### src/pkg/mds_pkg.sv
// constants for the data space, status flag and interrupt block
`default_nettype none
package mds_pkg;
    // data space addresses
    localparam logic [7:0] MDS_ADR_IND0  = 8'h00;
    localparam logic [7:0] MDS_ADR_PTR0  = 8'h01;
    localparam logic [7:0] MDS_ADR_IND1  = 8'h02;
    localparam logic [7:0] MDS_ADR_PTR1  = 8'h03;
    localparam logic [7:0] MDS_ADR_ACC   = 8'h05;
    localparam logic [7:0] MDS_ADR_PCL   = 8'h06;
    localparam logic [7:0] MDS_ADR_TABLE_POINTER  = 8'h07;
    localparam logic [7:0] MDS_ADR_TABLE_HIGH_BYTE  = 8'h08;
    localparam logic [7:0] MDS_ADR_FLAGS = 8'h0A;
    localparam logic [7:0] MDS_ADR_IRQC  = 8'h0B;
    localparam logic [7:0] MDS_RAM_LO    = 8'h60;
    localparam int         MDS_RAM_FIRST = 96;
    localparam int         MDS_RAM_LAST  = 255;
    localparam logic [7:0] MDS_READ_ZERO = 8'h00;
    // table page and interrupt vectors
    localparam logic [3:0]  MDS_LAST_PAGE = 4'hB;
    localparam logic [11:0] MDS_VEC_EXT   = 12'h004;
    localparam logic [11:0] MDS_VEC_TMR   = 12'h008;
    // flags_register bits
    localparam int MDS_F_C   = 0;
    localparam int MDS_F_AC  = 1;
    localparam int MDS_F_Z   = 2;
    localparam int MDS_F_OV  = 3;
    localparam int MDS_F_PDF = 4;
    localparam int MDS_F_TO  = 5;
    // irq_control bits
    localparam int MDS_I_GIE = 0;
    localparam int MDS_I_EIE = 1;
    localparam int MDS_I_TIE = 2;
    localparam int MDS_I_EIF = 4;
    localparam int MDS_I_TIF = 5;
    // decimal adjust
    localparam logic [3:0] MDS_BCD_MAX = 4'h9;
    localparam logic [8:0] MDS_ADJ_LO  = 9'h006;
    localparam logic [8:0] MDS_ADJ_HI  = 9'h060;
    // alu operation codes
    localparam logic [3:0] MDS_OP_ADD = 4'h0;
    localparam logic [3:0] MDS_OP_ADC = 4'h1;
    localparam logic [3:0] MDS_OP_SUB = 4'h2;
    localparam logic [3:0] MDS_OP_SBC = 4'h3;
    localparam logic [3:0] MDS_OP_DAA = 4'h4;
    localparam logic [3:0] MDS_OP_AND = 4'h5;
    localparam logic [3:0] MDS_OP_OR  = 4'h6;
    localparam logic [3:0] MDS_OP_XOR = 4'h7;
    localparam logic [3:0] MDS_OP_CPL = 4'h8;
    localparam logic [3:0] MDS_OP_RL  = 4'h9;
    localparam logic [3:0] MDS_OP_RR  = 4'hA;
    localparam logic [3:0] MDS_OP_RLC = 4'hB;
    localparam logic [3:0] MDS_OP_RRC = 4'hC;
    localparam logic [3:0] MDS_OP_INC = 4'hD;
    localparam logic [3:0] MDS_OP_DEC = 4'hE;
endpackage : mds_pkg
`default_nettype wire

### src/hdl/mds_core.sv
// data space, alu flags, status and interrupt logic of the core
`timescale 1ns/10ps
`default_nettype none
////////////////////////////////////////////////////////////////////////
// Function
// - table address is pc bits 11..8 plus pointer; last page uses 1011
// - unimplemented special addresses below 60H read as 00H
// - general storage at 60H..FFH is readable and writable
// - addresses 00H and 02H redirect through pointer zero and one
// - pointer aimed at 00H or 02H reads 00H, write does nothing
// - each pointer is 8 bits and reaches any data location
// - single bit set and clear work on data bits except dedicated ones
// - 8-bit alu with arithmetic, logic, rotate, inc, dec and skip tests
// - bit 0 carry: carry out of add or no borrow of subtract
// - bit 1 half carry from the low nibble
// - bit 2 zero flag set when result is zero
// - bit 3 overflow: carry into msb differs from carry out
// - bit 4 power-down cleared by reset or watchdog clear, set by halt
// - bit 5 time-out cleared by reset, clear or halt, set on time-out
// - software writes keep bits 4 and 5; bits 6 and 7 read zero
// - only the program counter is saved on interrupt entry
// - servicing clears global enable; new requests only set flags
// - no interrupt is taken while the return stack is full
// - timer overflow sets bit 5; service calls 08H, clears flag and enable
// - pin event sets bit 4; service calls 04H, clears flag and enable
// - edge select high gives rising edge, low gives falling edge
// - irq bits 0..2 are global, external, timer enables; bit 3 reads 0
// - return from interrupt sets global enable; plain return does not
// - external request wins over timer when both are pending
// - timer flag at bit 5 stays until serviced or cleared; 6,7 read 0
////////////////////////////////////////////////////////////////////////
module mds_core
    import mds_pkg::*;
(
    input  wire logic        ref_clk_in,
    input  wire logic        reset_in,
    input  wire logic        rd_en_in,
    input  wire logic        wr_en_in,
    input  wire logic [7:0]  addr_in,
    input  wire logic [7:0]  wdata_in,
    input  wire logic        bit_set_in,
    input  wire logic        bit_clr_in,
    input  wire logic [2:0]  bit_sel_in,
    input  wire logic        alu_en_in,
    input  wire logic [3:0]  alu_op_in,
    input  wire logic [7:0]  alu_operand_in,
    input  wire logic        alu_to_acc_in,
    input  wire logic        tbl_rd_in,
    input  wire logic        tbl_last_in,
    input  wire logic [11:0] pc_in,
    input  wire logic        tbl_high_we_in,
    input  wire logic [7:0]  tbl_high_in,
    input  wire logic        halt_in,
    input  wire logic        wdt_clear_in,
    input  wire logic        wdt_timeout_in,
    input  wire logic        timer_ovf_in,
    input  wire logic        ext_irq_pin_in,
    input  wire logic        edge_select_output_in,
    input  wire logic        stack_full_in,
    input  wire logic        irq_slot_in,
    input  wire logic        ret_irq_in,
    output logic      [7:0]  rd_data_out,
    output logic             rd_valid_out,
    output logic      [11:0] tbl_addr_out,
    output logic             irq_call_out,
    output logic      [11:0] irq_vector_out,
    output logic             pcl_load_out,
    output logic      [7:0]  pcl_data_out,
    output logic             skip_out
);

    typedef struct packed {
        logic [7:0]  pointer_zero;
        logic [7:0]  pointer_one;
        logic [7:0]  accumulator;
        logic [7:0]  table_pointer;
        logic [7:0]  table_high_byte;
        logic        carry_flag, half_carry_flag, zero_flag, overflow_flag;
        logic        powerdown_flag, watchdog_timeout_flag;
        logic        global_irq_enable, ext_irq_enable, timer_irq_enable;
        logic        ext_irq_flag, timer_request_flag;
        logic        pin_s1, pin_s2, pin_prev;
        logic [7:0]  rd_data;
        logic        rd_valid;
        logic [11:0] tbl_addr;
        logic        irq_call;
        logic [11:0] irq_vec;
        logic        pcl_load;
        logic [7:0]  pcl_data;
        logic        skip;
    } mds_state_s;

    mds_state_s st, next_st;
    logic [7:0] ram [MDS_RAM_FIRST:MDS_RAM_LAST];
    logic [7:0] ea, cur, wd, res, bb;
    logic       we, mem_we, ind_self, cin;
    logic       ext_edge, take_ext, take_tmr;
    logic [4:0] lo;
    logic [7:0] s7;
    logic [8:0] s8, d;

    ////////////////////////////////////////////////////////////////////
    always_comb begin
        next_st = st;
        next_st.rd_valid = rd_en_in;
        next_st.irq_call = 1'b0;
        next_st.pcl_load = 1'b0;
        next_st.skip = 1'b0;
        // indirect slots redirect through the pointers
        ea = addr_in;
        if (addr_in == MDS_ADR_IND0) begin
            ea = st.pointer_zero;
        end else if (addr_in == MDS_ADR_IND1) begin
            ea = st.pointer_one;
        end
        ind_self = (ea == MDS_ADR_IND0) || (ea == MDS_ADR_IND1);
        case (ea)
            MDS_ADR_PTR0:  cur = st.pointer_zero;
            MDS_ADR_PTR1:  cur = st.pointer_one;
            MDS_ADR_ACC:   cur = st.accumulator;
            MDS_ADR_PCL:   cur = pc_in[7:0];
            MDS_ADR_TABLE_POINTER:  cur = st.table_pointer;
            MDS_ADR_TABLE_HIGH_BYTE:  cur = st.table_high_byte;
            MDS_ADR_FLAGS: cur = {2'b00, st.watchdog_timeout_flag,
                                  st.powerdown_flag, st.overflow_flag,
                                  st.zero_flag, st.half_carry_flag,
                                  st.carry_flag};
            MDS_ADR_IRQC:  cur = {2'b00, st.timer_request_flag,
                                  st.ext_irq_flag, 1'b0,
                                  st.timer_irq_enable, st.ext_irq_enable,
                                  st.global_irq_enable};
            default: begin
                // reserved space below general storage reads zero
                if (ea >= MDS_RAM_LO) begin
                    cur = ram[ea];
                end else begin
                    cur = MDS_READ_ZERO;
                end
            end
        endcase
        if (ind_self) cur = MDS_READ_ZERO;
        if (rd_en_in) next_st.rd_data = cur;
        // write source: plain write, bit edit or alu result
        wd = wdata_in;
        we = wr_en_in;
        if (bit_set_in || bit_clr_in) begin
            wd = cur;
            wd[bit_sel_in] = bit_set_in;
            we = 1'b1;
        end
        // alu: accumulator is first operand, unary ops other than decimal adjust use the operand
        bb = alu_operand_in;
        cin = 1'b0;
        case (alu_op_in)
            MDS_OP_ADC: cin = st.carry_flag;
            MDS_OP_SUB: begin
                bb = ~alu_operand_in;
                cin = 1'b1;
            end
            MDS_OP_SBC: begin
                bb = ~alu_operand_in;
                cin = st.carry_flag;
            end
            default: cin = 1'b0;
        endcase
        lo = {1'b0, st.accumulator[3:0]} + {1'b0, bb[3:0]} + {4'h0, cin};
        s7 = {1'b0, st.accumulator[6:0]} + {1'b0, bb[6:0]} + {7'h00, cin};
        s8 = {1'b0, st.accumulator} + {1'b0, bb} + {8'h00, cin};
        d = {1'b0, st.accumulator};
        if (st.accumulator[3:0] > MDS_BCD_MAX || st.half_carry_flag)
            d = d + MDS_ADJ_LO;
        if (d[7:4] > MDS_BCD_MAX || st.carry_flag || d[8])
            d = d + MDS_ADJ_HI;
        res = s8[7:0];
        if (alu_en_in) begin
            case (alu_op_in)
                MDS_OP_ADD, MDS_OP_ADC, MDS_OP_SUB, MDS_OP_SBC: begin
                    next_st.carry_flag = s8[8];
                    next_st.half_carry_flag = lo[4];
                    next_st.overflow_flag = s7[7] ^ s8[8];
                end
                MDS_OP_DAA: begin
                    res = d[7:0];
                    next_st.carry_flag = d[8] | st.carry_flag;
                end
                MDS_OP_AND: res = st.accumulator & alu_operand_in;
                MDS_OP_OR:  res = st.accumulator | alu_operand_in;
                MDS_OP_XOR: res = st.accumulator ^ alu_operand_in;
                MDS_OP_CPL: res = ~alu_operand_in;
                MDS_OP_RL:  res = {alu_operand_in[6:0], alu_operand_in[7]};
                MDS_OP_RR:  res = {alu_operand_in[0], alu_operand_in[7:1]};
                MDS_OP_RLC: begin
                    res = {alu_operand_in[6:0], st.carry_flag};
                    next_st.carry_flag = alu_operand_in[7];
                end
                MDS_OP_RRC: begin
                    res = {st.carry_flag, alu_operand_in[7:1]};
                    next_st.carry_flag = alu_operand_in[0];
                end
                MDS_OP_INC: res = alu_operand_in + 8'h01;
                MDS_OP_DEC: res = alu_operand_in - 8'h01;
                default:    res = alu_operand_in;
            endcase
            // rotates and decimal adjust leave zero alone
            if (!(alu_op_in inside {MDS_OP_DAA, MDS_OP_RL, MDS_OP_RR,
                                    MDS_OP_RLC, MDS_OP_RRC})) begin
                next_st.zero_flag = (res == MDS_READ_ZERO);
            end
            next_st.skip = (res == MDS_READ_ZERO);
            if (alu_to_acc_in) begin
                next_st.accumulator = res;
            end else begin
                wd = res;
                we = 1'b1;
            end
        end
        // write decode; indirect self-target is dropped
        mem_we = 1'b0;
        if (we && !ind_self) begin
            case (ea)
                MDS_ADR_PTR0:  next_st.pointer_zero = wd;
                MDS_ADR_PTR1:  next_st.pointer_one = wd;
                MDS_ADR_ACC:   next_st.accumulator = wd;
                MDS_ADR_PCL: begin
                    next_st.pcl_load = 1'b1;
                    next_st.pcl_data = wd;
                end
                MDS_ADR_TABLE_POINTER:  next_st.table_pointer = wd;
                MDS_ADR_FLAGS: begin
                    next_st.carry_flag = wd[MDS_F_C];
                    next_st.half_carry_flag = wd[MDS_F_AC];
                    next_st.zero_flag = wd[MDS_F_Z];
                    next_st.overflow_flag = wd[MDS_F_OV];
                end
                MDS_ADR_IRQC: begin
                    next_st.global_irq_enable = wd[MDS_I_GIE];
                    next_st.ext_irq_enable = wd[MDS_I_EIE];
                    next_st.timer_irq_enable = wd[MDS_I_TIE];
                    next_st.ext_irq_flag = wd[MDS_I_EIF];
                    next_st.timer_request_flag = wd[MDS_I_TIF];
                end
                default: mem_we = (ea >= MDS_RAM_LO);
            endcase
        end
        // power-down and time-out flags; time-out set wins
        if (wdt_clear_in) begin
            next_st.powerdown_flag = 1'b0;
            next_st.watchdog_timeout_flag = 1'b0;
        end
        if (halt_in) begin
            next_st.powerdown_flag = 1'b1;
            next_st.watchdog_timeout_flag = 1'b0;
        end
        if (wdt_timeout_in) next_st.watchdog_timeout_flag = 1'b1;
        if (tbl_rd_in) begin
            next_st.tbl_addr = {tbl_last_in ? MDS_LAST_PAGE : pc_in[11:8],
                                st.table_pointer};
        end
        if (tbl_high_we_in) next_st.table_high_byte = tbl_high_in;
        // interrupt service; only the vector goes out, the sequencer
        // pushes the pc and nothing else
        if (ret_irq_in) next_st.global_irq_enable = 1'b1;
        take_ext = irq_slot_in && st.global_irq_enable && !stack_full_in
                   && st.ext_irq_enable && st.ext_irq_flag;
        take_tmr = irq_slot_in && st.global_irq_enable && !stack_full_in
                   && st.timer_irq_enable && st.timer_request_flag
                   && !take_ext;
        if (take_ext || take_tmr) begin
            next_st.global_irq_enable = 1'b0;
            next_st.irq_call = 1'b1;
        end
        if (take_ext) begin
            next_st.ext_irq_flag = 1'b0;
            next_st.irq_vec = MDS_VEC_EXT;
        end
        if (take_tmr) begin
            next_st.timer_request_flag = 1'b0;
            next_st.irq_vec = MDS_VEC_TMR;
        end
        // two-stage synchroniser, edge from stage two and its delay
        next_st.pin_s1 = ext_irq_pin_in;
        next_st.pin_s2 = st.pin_s1;
        next_st.pin_prev = st.pin_s2;
        ext_edge = edge_select_output_in ?
                   (st.pin_s2 && !st.pin_prev) :
                   (!st.pin_s2 && st.pin_prev);
        // new events override clears in the same cycle
        if (ext_edge) next_st.ext_irq_flag = 1'b1;
        if (timer_ovf_in) next_st.timer_request_flag = 1'b1;
    end

    ////////////////////////////////////////////////////////////////////
    // pin stages reset low: a pin held high through reset can look
    // like a rising edge, so software clears the flag after start-up
    always_ff @(posedge ref_clk_in) begin
        if (reset_in) begin
            st <= '0;
        end else begin
            st <= next_st;
        end
    end
    // storage has no reset, it holds its contents across warm restarts
    always_ff @(posedge ref_clk_in) begin
        if (mem_we) ram[ea] <= wd;
    end

    assign rd_data_out    = st.rd_data;
    assign rd_valid_out   = st.rd_valid;
    assign tbl_addr_out   = st.tbl_addr;
    assign irq_call_out   = st.irq_call;
    assign irq_vector_out = st.irq_vec;
    assign pcl_load_out   = st.pcl_load;
    assign pcl_data_out   = st.pcl_data;
    assign skip_out       = st.skip;
endmodule : mds_core
`default_nettype wire

### config.mk
export PLATFORM = sky130hd
export DESIGN_NAME = mds_core
export DESIGN_NICKNAME = d
export VERILOG_FILES = /design/src/pkg/mds_pkg.sv /design/src/hdl/mds_core.sv
export SDC_FILE = /design/constraint.sdc
export NUM_CORES = 2
export LEC_CHECK = 0
export BUFFER_PORTS_ARGS = -buffer_cell sky130_fd_sc_hd__buf_2
export CAP_MARGIN = 20
export CORE_MARGIN = 2
export CORE_UTILIZATION = 50
export CTS_CLUSTER_DIAMETER = 120
export DETAILED_ROUTE_END_ITERATION = 7
export PLACE_DENSITY = 0.71
export SLEW_MARGIN = 25
export SYNTH_ARGS = -nofsm -noshare
export SYNTH_HDL_FRONTEND = slang
export SYNTH_SLANG_ARGS = --single-unit
export TNS_END_PERCENT = 30
### constraint.sdc
create_clock -name ref_clk_in -period 18.8 [get_ports ref_clk_in]
set_input_delay 0.94 -clock ref_clk_in [delete_from_list [all_inputs] [get_ports ref_clk_in]]
set_output_delay 0.94 -clock ref_clk_in [all_outputs]
set_load 0.005 [all_outputs]
==> metrics.txt <==
outcome=complete, no violations; largest net degree at the start of global routing=132; ratio of cells with drive above 1 in the final layout=14.97%; Pint=5137 uW; cell count after placement=5427; unrepaired setup endpoints after global routing=false; Min-Delay Path Class=in -> reg; chip width=343.8 um; Port Buf Inserts=104; Psw=1619 uW; Unique masters post-synth=94; final cell count without fillers=5676; total global-route track usage=30.40%; largest family of logic cells by synthesized area=simple AND/OR/NAND/NOR gates; Max VDD drop=0.09796 mV; cell with the largest stage delay on the worst path=nor4_2; max frequency=0.1179 GHz; Reg clk slew, reported paths=0.06 ns; design area=0.06416 sq mm; drt wl/cell=31.92 um; register area=0.04020 sq mm; TritonCTS clock tree=built; top routing layer in use=met5; Layout area overhead=11.13%; MaxCap Viol Count=0; Sink Count=1368; Mean Syn Cell Area=14.44 sq um; ranking of synthesized cells by area=edfxtp_1, mux4_2, nand2_1, mux2i_1, dfxtp_1; Yosys reg bits=1368; Nets=4160; total I/O pin count=115; # hold bufs at CTS=0; combinational power share=8.4%; Crit. End Element=flop; H-tree Lvls=4; Tmin final=8.481 ns; top cells by count, synth=edfxtp_1, nand2_1, nor2_1, nand3_1, mux2i_1; xor/xnor share of the synthesized area=0.4096%; met2 WL post-DR=78050 um; Core Area=0.1145 sq mm; Synth Area in Compound Gates=8.010%; crit start category=input port; vias in the first global route=35440; DIE AREA=0.1182 sq mm; Crit Path Class=in -> reg; reg2reg start=st[90]; DP Area=0.05964 sq mm; Worst Path Required=19.24 ns; EDFF count, synth=1280; later-pin clock latency in the skew report=0.77 ns; first-pass GRT wire length=256000 um; DR vias=38010; Final Hold Fails=0; Setup TNS Final=0 ns; DIE HEIGHT=343.8 um; leakage=0.02130 uW; switch share=23.96%; Fillers=8855; mux cell area share after synthesis=8.844%; DRT met1 WL=64430 um; Ys Warns=0; vias per inst=6.697; Hold WS=0.3937 ns; clock group share of total power=40.4%; crit-path most repeated cell=buf_4; wire length on met3=26930 um; final worst-path cycle share=45.11%; row count=124; Gates resized, CTS repair=0; Setup-failing EPs final=0; Crit Path Max Fanout=87; Final HPWL DP=112700 um; Synth Area in Adders=0.7759%; Worst-Margin Slew=1.258 ns; post-synthesis async set-or-reset flop share=0%; Synth Cell Area=0.05773 sq mm; Data arrival, critical path=8.92 ns; initial antenna violation count=5; sequential share of power=51.3%; top-area cell type share of the netlist area=66.58%; post-synthesis sequential area ratio=69.63%; CP cell instances=buf_2 > nor2_2 > a31o_4 > buf_4 > buf_4 > buf_4 > mux2i_1 > a32o_1 > o21ai_0 > nand3_1 > nor4_2 > a311oi_2 > nor2_4 > buf_4 > buf_4; Residual DRC=0; pwr/cell area=105.3 mW/mm^2; TritonCTS Buffers=138; grt total ovfl=0; Total Wirelength=181200 um; Rel. slew slack=15.53%; count leader, synth=edfxtp_1; number of setup buffers added after CTS=0; dominant register cell in the synthesized netlist=edfxtp_1; Initial Utilization=50.42%; simple-gate share of the synthesized area=9.508%; Yosys top cell by area=edfxtp_1; Multi-input gate area=0.01625 sq mm; Crit path largest cell delay=0.92 ns; Clock Tree Buf Depth=3; GPL Wtd Cong=0.9749; DR pass1 iterations=7; DR iter-0 viols=6374; Worst setup startpoint=addr_in[3]; remaining antenna violation count after routing=0; Clock Skew=0.03432 ns; Slew Limit Fails=0; Clock Tree Root=clkbuf_16; Cells after Synth=3997; worst hold start=wdt_timeout_in
[path summary, 6_finish.rpt]
check | depth (start not counted) | slack [ns] | endpoint
worst min register to register | 1 | 0.43 | next_st[44]
worst min-delay path | 3 | 0.39 | st[52]
worst max-delay path | 15 | 10.32 | ram[128][7]
worst max register to register | 14 | 10.46 | ram[128][7]
[metrics by stage]
step                      power (uW)  util (%)  setup WS [ns]
after floorplan                 3858         -          9.582
after global placement          4061     52.03          9.705
after detailed placement        4073     52.09          9.460
after CTS                       6740     55.97          10.23
after global routing            6906     56.03          9.870
final                           6756     56.03          10.32
[registers in the layout, indices dropped and copies added, names as in the netlist]
signal,count
irq_call_out,1
ram,1280
irq_vector_out,2
tbl_addr_out,12
next_st,2
st,52
rd_valid_out,1
pcl_data_out,8
pcl_load_out,1
skip_out,1
rd_data_out,8
[layout by cell type (no fill, tap or decap), drive strengths merged, types with 10 or more instances in the layout]
cell type  instances
a2111oi           11
a211oi            48
a21o              11
a21oi            134
a221oi            17
a22o              13
a22oi             44
a311oi            35
a31oi             33
a32oi             29
and2              16
and3              24
buf              186
bufinv            11
clkbuf           173
clkinv            50
conb              10
dfxtp             88
edfxtp          1280
ha                31
inv               54
mux2              23
mux2i            185
mux4             133
nand2            534
nand2b            13
nand3            209
nand4             23
nor2             317
nor2b             12
nor3              52
nor4              22
o211ai            13
o21ai             69
o22ai             57
o31ai             21
xnor2             22
[area by class of cell]
type	count	share of cell area, %
Antenna cell	3	0.01170
Clock buffer	173	5.734
Clock inverter	73	1.190
Inverter	45	0.2711
Multi-Input combinational cell	2316	25.32
Sequential cell	1368	62.66
Tap cell	1512	2.949
Timing Repair Buffer	186	1.866
[power by group through the flow]
stage	logic [uW]	registers (uW)	clock network, uW
floorplan	316	3540	0
global placement	533	3530	0
detailed placement	545	3530	0
CTS	546	3460	2730
global route	588	3460	2850
finish	566	3460	2730
[logic make-up (layout without fill, tap and decap cells)]
family	Yosys count	count (layout)
XOR/XNOR	27	27
AND/OR/NAND/NOR	1255	1255
buffers and inverters	322	477
AO/OA/AOI/OAI	649	649
flip-flops	1368	1368
other	1	13
adder cells (fa/ha/maj)	34	34
multiplexers	341	341
[worst max-delay path, delay by kind of cell]
kind | cells | cell delay (ns)
AO/OA/AOI/OAI | 4 | 1.74
buffers and inverters | 6 | 3.86
multiplexers | 1 | 0.20
AND/OR/NAND/NOR | 4 | 1.93
[metal layers]
layer / GRT usage [%] / up-vias
met1: 40.64 / 18620
li1: - / 15590
met4: 16.93 / 6
met3: 9.864 / 630
met5: 0 / -
met2: 44.12 / 3166
Power figures use the tool's default switching activity.
